$ cat config.mk
export PLATFORM = sky130hd
export DESIGN_NAME = ndac_ctrl
export DESIGN_NICKNAME = d
export VERILOG_FILES = /design/src/common/ndac_pkg.sv /design/src/ndac_store.sv /design/src/ndac_ctrl.sv
export VERILOG_INCLUDE_DIRS = /design/src /design/src/common
export SDC_FILE = /design/constraint.sdc
export NUM_CORES = 1
export LEC_CHECK = 0
export BUFFER_PORTS_ARGS = -buffer_cell sky130_fd_sc_hd__buf_2
export CAP_MARGIN = 25
export CORE_MARGIN = 8
export CORE_UTILIZATION = 65
export CTS_CLUSTER_DIAMETER = 30
export DETAILED_ROUTE_END_ITERATION = 8
export GPL_ROUTABILITY_DRIVEN = 0
export PLACE_DENSITY_LB_ADDON = 0.3
export SYNTH_ARGS = -nofsm -noshare
export SYNTH_HDL_FRONTEND = slang
export SYNTH_SLANG_ARGS = --single-unit
$ cat constraint.sdc
create_clock -name clk -period 5.3 [get_ports clk]
set_input_delay 0.53 -clock clk [delete_from_list [all_inputs] [get_ports clk]]
set_output_delay 0.53 -clock clk [all_outputs]
set_load 0.02 [all_outputs]
$ cat src/common/ndac_regs.svh
// Purpose: register offsets, field positions, reset values and timing counts
// Assumes: byte-wide special function register access by the processor core
// Notes:   definitions only, no logic
`ifndef NDAC_REGS_SVH
`define NDAC_REGS_SVH

// register locations (bank, offset)
`define NDAC_BANK_MAIN      8'h00
`define NDAC_BANK_CTRL      8'h01
`define NDAC_OFS_ADDR       8'h2E
`define NDAC_OFS_DATA       8'h2F
`define NDAC_OFS_CTRL       8'h40

// control register field positions
`define NDAC_BIT_STORE_PERMIT 3
`define NDAC_BIT_STORE_GO     2
`define NDAC_BIT_FETCH_PERMIT 1
`define NDAC_BIT_FETCH_GO     0

// reset values
`define NDAC_RST_ADDR       6'h00
`define NDAC_RST_DATA       8'h00
`define NDAC_RST_RDATA      8'h00
`define NDAC_RST_CNT        8'h00

// timing: fixed read length in clocks, write length in timer ticks
`define NDAC_RD_CYCLES      8'h04
`define NDAC_WR_TICKS       8'h04
`define NDAC_CNT_ONE        8'h01

`endif

$ cat src/common/ndac_pkg.sv
// Purpose: shared types of the storage access controller
// Assumes: nothing beyond standard SystemVerilog
// Notes:   sequencer states are one-hot
package ndac_pkg;

  // sequencer states, one-hot
  typedef enum logic [2:0] {
    NDAC_IDLE  = 3'h1,
    NDAC_FETCH = 3'h2,
    NDAC_STORE = 3'h4
  } ndac_seq_t;

endpackage : ndac_pkg

$ cat src/ndac_store.sv
// Purpose: non-volatile byte array of the storage controller
// Assumes: one write port and one registered read port on the same clock
// Notes:   contents are not reset, as a real array keeps its data
`timescale 1ns/1ps
module ndac_store #(
  parameter int DEPTH = 128,
  parameter int AW    = 7
) (
  // clock
  input  wire logic          clk,
  // write port
  input  wire logic          we,
  input  wire logic [AW-1:0] waddr,
  input  wire logic [7:0]    wdata,
  // read port
  input  wire logic [AW-1:0] raddr,
  output logic      [7:0]    rdata
);

  logic [7:0] cell_mem [DEPTH];

  // refuse an array too large for its address
  if (DEPTH < 1 || DEPTH > (1 << AW)) begin : g_bad_depth
    $error("ndac_store: DEPTH does not fit AW");
  end

  // write on strobe, read one clock after the address
  always_ff @(posedge clk) begin
    if (we) begin
      cell_mem[waddr] <= wdata;
    end
    rdata <= cell_mem[raddr];
  end

endmodule : ndac_store

$ cat src/ndac_ctrl.sv
// Purpose: byte-wide indirect access to the internal non-volatile data store
// Assumes: the core reaches registers as bank plus offset special function registers;
//          the write timer tick comes from a free-running clock of its own
// Notes:   all outputs are registered; the store array sits in ndac_store
//
// Summary of operation
// up to 128 bytes, small part 64
// single-byte access through three registers only
// six-bit address, upper bits read zero
// eight-bit data register, reset zero
// control bits 3..0, upper bits zero
// write trigger starts write, clears at end
// write trigger without store permit ignored
// read trigger starts read, clears at end
// read trigger without fetch permit ignored
// store permit low blocks every write
// fetch permit low blocks every read
// software sets enable before trigger
// software never sets both triggers
// read result stays in data register
// software polls read trigger before reading
// software polls write trigger or interrupt
// write timed by asynchronous timer ticks
// reset clears store permit
// write end sets storage interrupt flag
// vector needs flag, enables, stack room
// control register at bank 1, 40H
// software sets trigger right after enable
// read ends after fixed clock count
`timescale 1ns/1ps
`include "ndac_regs.svh"
module ndac_ctrl #(
  parameter int DEPTH = 128,
  parameter int AW    = 6
) (
  // clock and reset
  input  wire logic       clk,
  input  wire logic       sys_rst,
  // special function register port
  input  wire logic [7:0] sfr_bank,
  input  wire logic [7:0] sfr_addr,
  input  wire logic       sfr_wr,
  input  wire logic [7:0] sfr_wdata,
  input  wire logic       sfr_rd,
  output logic      [7:0] sfr_rdata,
  // asynchronous write timer tick
  input  wire logic       wtimer_tick,
  // interrupt side
  input  wire logic       nvm_irq_enable,
  input  wire logic       global_irq_enable,
  input  wire logic       stack_full,
  input  wire logic       irq_service,
  output logic            nvm_irq_flag,
  output logic            irq_vector_req,
  // status
  output logic            nvm_busy
);
  import ndac_pkg::*;

  // widths of the array index used by the store
  localparam int SAW = (DEPTH > 1) ? $clog2(DEPTH) : 1;

  // refuse sizes the address register cannot serve
  if (AW < 1 || AW > 7 || DEPTH < (1 << AW) || DEPTH > 128) begin : g_bad_size
    $error("ndac_ctrl: DEPTH or AW out of range");
  end

  // all state of the controller
  typedef struct packed {
    ndac_seq_t        seq;
    logic [AW-1:0]    addr;
    logic [7:0]       data;
    logic             store_permit;
    logic             store_go;
    logic             fetch_permit;
    logic             fetch_go;
    logic [AW-1:0]    cap_addr;
    logic [7:0]       cap_data;
    logic [7:0]       cnt;
    logic             mem_we;
    logic             tick_s1;
    logic             tick_s2;
    logic             tick_d;
    logic             irq_flag;
    logic             vec_req;
    logic [7:0]       rdata;
  } ndac_state_t;

  ndac_state_t st_ff;
  ndac_state_t nxt_st;

  logic [7:0]     mem_rdata;
  logic [SAW-1:0] mem_waddr;
  logic [SAW-1:0] mem_raddr;

  // decoded register selects
  logic sel_addr;
  logic sel_data;
  logic sel_ctrl;
  logic tick_edge;
  logic [7:0] ctrl_view;

  // register decode: address and data live in bank 0, control in bank 1
  assign sel_addr = (sfr_bank == `NDAC_BANK_MAIN) && (sfr_addr == `NDAC_OFS_ADDR);
  assign sel_data = (sfr_bank == `NDAC_BANK_MAIN) && (sfr_addr == `NDAC_OFS_DATA);
  assign sel_ctrl = (sfr_bank == `NDAC_BANK_CTRL) && (sfr_addr == `NDAC_OFS_CTRL);

  // one pulse per timer tick, taken only from the second sync stage
  assign tick_edge = st_ff.tick_s2 & ~st_ff.tick_d;

  // control register as software sees it, upper nibble zero
  always_comb begin
    ctrl_view = 8'h00;
    ctrl_view[`NDAC_BIT_STORE_PERMIT] = st_ff.store_permit;
    ctrl_view[`NDAC_BIT_STORE_GO]     = st_ff.store_go;
    ctrl_view[`NDAC_BIT_FETCH_PERMIT] = st_ff.fetch_permit;
    ctrl_view[`NDAC_BIT_FETCH_GO]     = st_ff.fetch_go;
  end

  // store array addresses, widened to the array index
  assign mem_waddr = SAW'(st_ff.cap_addr);
  assign mem_raddr = SAW'(st_ff.cap_addr);

  ndac_store #(
    .DEPTH (DEPTH),
    .AW    (SAW)
  ) u_store (
    .clk   (clk),
    .we    (st_ff.mem_we),
    .waddr (mem_waddr),
    .wdata (st_ff.cap_data),
    .raddr (mem_raddr),
    .rdata (mem_rdata)
  );

  // next-state logic of the whole controller
  always_comb begin
    logic wr_go_req;
    logic rd_go_req;
    logic store_done;
    logic fetch_done;
    wr_go_req  = 1'b0;
    rd_go_req  = 1'b0;
    store_done = 1'b0;
    fetch_done = 1'b0;
    nxt_st        = st_ff;
    nxt_st.mem_we = 1'b0;

    // timer tick synchroniser, two stages then an edge register
    nxt_st.tick_s1 = wtimer_tick;
    nxt_st.tick_s2 = st_ff.tick_s1;
    nxt_st.tick_d  = st_ff.tick_s2;

    // plain register writes
    if (sfr_wr && sel_addr) begin
      nxt_st.addr = sfr_wdata[AW-1:0];
    end
    if (sfr_wr && sel_data) begin
      nxt_st.data = sfr_wdata;
    end
    if (sfr_wr && sel_ctrl) begin
      nxt_st.store_permit = sfr_wdata[`NDAC_BIT_STORE_PERMIT];
      nxt_st.fetch_permit = sfr_wdata[`NDAC_BIT_FETCH_PERMIT];
      // a trigger only arms when its permit was already set
      wr_go_req = sfr_wdata[`NDAC_BIT_STORE_GO] & st_ff.store_permit; // see
      rd_go_req = sfr_wdata[`NDAC_BIT_FETCH_GO] & st_ff.fetch_permit; // see
    end

    // sequencer; a running cycle cannot be cut short by software
    unique case (st_ff.seq)
      NDAC_IDLE: begin
        if (wr_go_req) begin
          // write wins if software breaks the one-trigger rule
          nxt_st.seq      = NDAC_STORE;
          nxt_st.store_go = 1'b1;
          nxt_st.cap_addr = st_ff.addr;
          nxt_st.cap_data = st_ff.data;
          nxt_st.cnt      = `NDAC_RST_CNT;
        end else if (rd_go_req) begin
          nxt_st.seq      = NDAC_FETCH;
          nxt_st.fetch_go = 1'b1;
          nxt_st.cap_addr = st_ff.addr;
          nxt_st.cnt      = `NDAC_RST_CNT;
        end
      end
      NDAC_FETCH: begin
        // fixed length, the array answers one clock after its address
        nxt_st.cnt = st_ff.cnt + `NDAC_CNT_ONE;
        if (st_ff.cnt == (`NDAC_RD_CYCLES - `NDAC_CNT_ONE)) begin
          fetch_done = 1'b1;
        end
      end
      NDAC_STORE: begin
        // length set by the slow timer, so clock count varies
        if (tick_edge) begin
          nxt_st.cnt = st_ff.cnt + `NDAC_CNT_ONE;
          if (st_ff.cnt == (`NDAC_WR_TICKS - `NDAC_CNT_ONE)) begin
            store_done = 1'b1;
          end
        end
      end
    endcase

    // end of a read: fetched byte replaces the data register
    if (fetch_done) begin
      nxt_st.seq      = NDAC_IDLE;
      nxt_st.fetch_go = 1'b0;
      nxt_st.data     = mem_rdata;
    end

    // end of a write: commit the captured byte, raise the flag
    if (store_done) begin
      nxt_st.seq      = NDAC_IDLE;
      nxt_st.store_go = 1'b0;
      nxt_st.mem_we   = 1'b1;
    end

    // interrupt flag: service clears, a new write end wins
    if (irq_service) begin
      nxt_st.irq_flag = 1'b0;
    end
    if (store_done) begin
      nxt_st.irq_flag = 1'b1;
    end

    // vector request gated by both enables and stack room
    nxt_st.vec_req = st_ff.irq_flag & nvm_irq_enable & global_irq_enable
                     & ~stack_full & ~irq_service;

    // read data, answered one clock after the strobe
    nxt_st.rdata = 8'h00;
    if (sfr_rd) begin
      if (sel_addr) begin
        nxt_st.rdata = 8'(st_ff.addr);
      end else if (sel_data) begin
        nxt_st.rdata = st_ff.data;
      end else if (sel_ctrl) begin
        nxt_st.rdata = ctrl_view;
      end
    end
  end

  // state register; reset leaves no permit and no trigger set
  always_ff @(posedge clk) begin
    if (sys_rst) begin
      st_ff.seq          <= NDAC_IDLE;
      st_ff.addr         <= `NDAC_RST_ADDR;
      st_ff.data         <= `NDAC_RST_DATA;
      st_ff.store_permit <= 1'b0;
      st_ff.store_go     <= 1'b0;
      st_ff.fetch_permit <= 1'b0;
      st_ff.fetch_go     <= 1'b0;
      st_ff.cap_addr     <= `NDAC_RST_ADDR;
      st_ff.cap_data     <= `NDAC_RST_DATA;
      st_ff.cnt          <= `NDAC_RST_CNT;
      st_ff.mem_we       <= 1'b0;
      st_ff.tick_s1      <= 1'b0;
      st_ff.tick_s2      <= 1'b0;
      st_ff.tick_d       <= 1'b0;
      st_ff.irq_flag     <= 1'b0;
      st_ff.vec_req      <= 1'b0;
      st_ff.rdata        <= `NDAC_RST_RDATA;
    end else begin
      st_ff <= nxt_st;
    end
  end

  // outputs straight from the state register
  assign sfr_rdata      = st_ff.rdata;
  assign nvm_irq_flag   = st_ff.irq_flag;
  assign irq_vector_req = st_ff.vec_req;
  assign nvm_busy       = ~st_ff.seq[0];

endmodule : ndac_ctrl

==> results_dict.tcl <==
set metrics [dict create \
    p_seq_share_pct 42.5 \
    clkPwrFrac_pct 57.3 \
    end_kind "register" \
    p_leak_nw 7.70 \
    path_cells "buf_4 -> nor2_1 -> buf_4 -> a221o_1 -> o2bb2ai_1 -> a2111oi_0 -> a32oi_1" \
    clk_pin_slew_ns 0.06 \
    post_cts_resized 0 \
    drt_wl_total_um 61600 \
    path_buf_inv 2 \
    h-tree-depth 3 \
    cts-root-buf "clkbuf_16" \
    cts_sinks 577 \
    cts_tree "built" \
    regArea_sq_mm 0.0167 \
    dp.final_hpwl_um 34600 \
    critPathTopFamily "compound AO/OA/AOI/OAI gates" \
    syn_area_per_cell_sq_um 16.8 \
    power_density_mw_per_mm2 427 \
    synth_edf_count 512 \
    multi_input_area_sq_mm 0.00565 \
    ys_types 70 \
    cts_hold_buf 0 \
    tightest_slew_ns 1.01 \
    drive_gt1_share_pct 24.4 \
    grt_overflow 0 \
    startpoint_type "register" \
    crit_slowest_cell "a2111oi_0" \
    fp.dieArea_sq_mm 0.0414 \
    max_cap_viol_count 0 \
    hold_violations 0 \
    fmax_mhz 267 \
    synthTopCellsByArea "edfxtp_1 (67%), mux4_2 (5.8%), dfxtp_1 (5.7%)" \
    die_width_um 204 \
    first_pass_iters 8 \
    grt_start_max_net_pins 94 \
    fill_cells 1780 \
    fin_crit_sh_pct 70.6 \
    clk_latency_ns 0.63 \
    clock_path_buffers 3 \
    cp-startpoint "mem_raddr[1]$_SDFFE_PP0P_" \
    initial_core_util_pct 66.0 \
    min_period_ns 3.74 \
    mappedNetlistNets 1399 \
    setup_viol 0 \
    slowest_delay_ns 0.93 \
    ir_drop_mv 0.393 \
    ys_ff_latch 577 \
    min_path_type "in -> reg" \
    r2r_setup_slack_ns 1.56 \
    num_rows 68 \
    yosysTopAreaCell "edfxtp_1" \
    maxSlewViolCount 0 \
    io_pins 44 \
    cts_made_buffers 102 \
    tns_ns 0 \
    finalPower_mw 11.5 \
    fin_nets 1489 \
    critPathArrivalTime_ns 4.20 \
    grt_use_total_pct 29.8 \
    drt_iter0_drc 2479 \
    synth_top_area_share_pct 67.2 \
    p_sw_share_pct 20.7 \
    vias 14100 \
    critPathKind "reg -> reg" \
    rsz0062_at_grt "false" \
    cp.required_ns 5.76 \
    synthesis.area_sq_mm 0.0229 \
    critPathMaxFanout 57 \
    areaGrowthSynthToFinish_pct 17.8 \
    hp-start "stack_full" \
    synthCells 1365 \
    drtAntennaViolNets 0 \
    synth_flop_cell "edfxtp_1" \
    viasPerCell 7.07 \
    wl_per_cell_um 30.8 \
    path_common_cell "buf_4" \
    core_sq_mm 0.0346 \
    grt_pass1_vias 14200 \
    p_comb_share_pct 0.3 \
    port_buffers 43 \
    skew_ns 0.0330 \
    ys_async_sr_fraction_pct 0 \
    antenna_found_initial 2 \
    grt_pass1_wl_um 91300 \
    die_h_um 204 \
    yosysSeqAreaShare_pct 72.9 \
    worstReg2RegStart "mem_raddr[1]$_SDFFE_PP0P_" \
    post-route-drc-count 0 \
    slew_headroom_pct 32.2 \
    cts_setup_buffers 0 \
    status "finished clean" \
    ys_warn_count 0 \
    internal_power_mw 9.12 \
    switchingPower_mw 2.38 \
]
-- area by class of cell --
| cell class | count | share of cell area [%] |
|---|---|---|
| flip-flops and latches | 577 | 62.0 |
| inverters | 17 | 0.237 |
| diodes | 1 | 0.00929 |
| multi-input cells | 685 | 21.0 |
| repair buffers | 72 | 1.64 |
| well taps | 455 | 2.11 |
| clock buffers | 114 | 9.80 |
| clock inverters | 79 | 3.24 |
-- layer usage --
layer	track usage [%]	vias up	routed length, um
li1	-	5697	-
met1	40.8	6909	22600
met2	42.9	1265	26900
met3	9.16	258	8670
met4	15.4	2	3420
met5	0	-	14
-- through the flow --
stage | std cells | hold slack [ns] | util, % | worst slack (ns) | instance area, sq um
final | 2000 | 0.0958 | 77.8 | 1.56 | 26900
after global placement | 1801 | 0.423 | 67.5 | 1.80 | 23400
after global routing | 2000 | 0.0793 | 77.8 | 1.51 | 26900
after detailed placement | 1805 | 0.429 | 67.6 | 1.94 | 23400
after floorplan | 1365 | 0.414 | - | 3.11 | 22900
after CTS | 1998 | 0.0650 | 77.8 | 1.83 | 26900
-- worst paths after layout --
check,depth (start not counted),to
worst min-delay path,2,irq_vector_req$_SDFF_PP0_
worst min register to register,1,nxt_st[10]$_SDFF_PP0_
worst max register to register,7,u_store.rdata[5]$_DFF_P_
worst max-delay path,7,u_store.rdata[5]$_DFF_P_
-- cell families after synthesis --
kind of cell	share of synthesized area, %
buffers and inverters	2.36
muxes	11.2
adders and majority gates	0.0547
DFF	72.9
AOI/OAI and AO/OA	7.55
and+or+nand+nor	5.88
-- registers in the layout, summed over array words and instances, names as in the netlist --
register,cells
st_ff,35
nxt_st,2
u_store.cell_mem,512
sfr_rdata,8
u_store.rdata,8
ctrl_view,4
nvm_irq_flag,1
irq_vector_req,1
mem_raddr,6
-- cell usage after synthesis (4+ instances only) --
library cell,count
edfxtp_1,512
nor2_1,107
mux2i_1,74
nand2_1,66
dfxtp_1,65
mux4_2,59
a221oi_1,42
mux2_2,42
a22oi_1,33
buf_2,29
a21oi_1,27
buf_4,27
clkbuf_1,24
o21ai_0,23
nand3_1,22
a211oi_1,16
nor2b_1,16
inv_1,15
nor3_1,12
nand2b_1,11
and3_1,10
o22ai_1,9
a311oi_1,8
o211ai_1,8
a31oi_1,6
and2_1,6
o22a_1,6
a221o_1,5
a32oi_1,5
o2bb2ai_1,5
a222oi_1,4
buf_1,4
o221ai_1,4
or3_1,4
-- cells in the final DEF (no fill, tap or decap), types with 6 or more instances in the layout --
master,synthesis,final
a31oi_1,6,6
nor3_1,12,12
dfxtp_2,0,8
clkinv_2,0,16
and3_1,10,10
clkinvlp_4,0,21
nand3_1,22,22
nor2_1,107,107
o22a_1,6,6
inv_1,15,15
a221oi_1,42,42
o22ai_1,9,9
buf_4,27,26
nor2b_1,16,16
o21ai_0,23,23
bufinv_16,0,12
o211ai_1,8,8
a22oi_1,33,33
mux2_2,42,42
a211oi_1,16,16
mux4_2,59,59
clkinv_4,0,7
clkbuf_16,0,104
nand2_1,66,66
dfxtp_1,65,54
a311oi_1,8,8
buf_2,29,45
nand2b_1,11,11
edfxtp_1,512,512
and2_1,6,6
mux2i_1,74,74
inv_6,0,14
clkbuf_1,24,10
a21oi_1,27,27
-- power groups by stage --
stage,Combinational (mW),Clock (mW),Sequential [mW]
after global placement,0.0309,0,4.97
after global routing,0.0359,6.84,4.88
after detailed placement,0.0319,0,4.97
after CTS,0.0324,6.61,4.88
after floorplan,0.0140,0,4.97
final,0.0325,6.58,4.88
(Power assumes the default switching activity.)
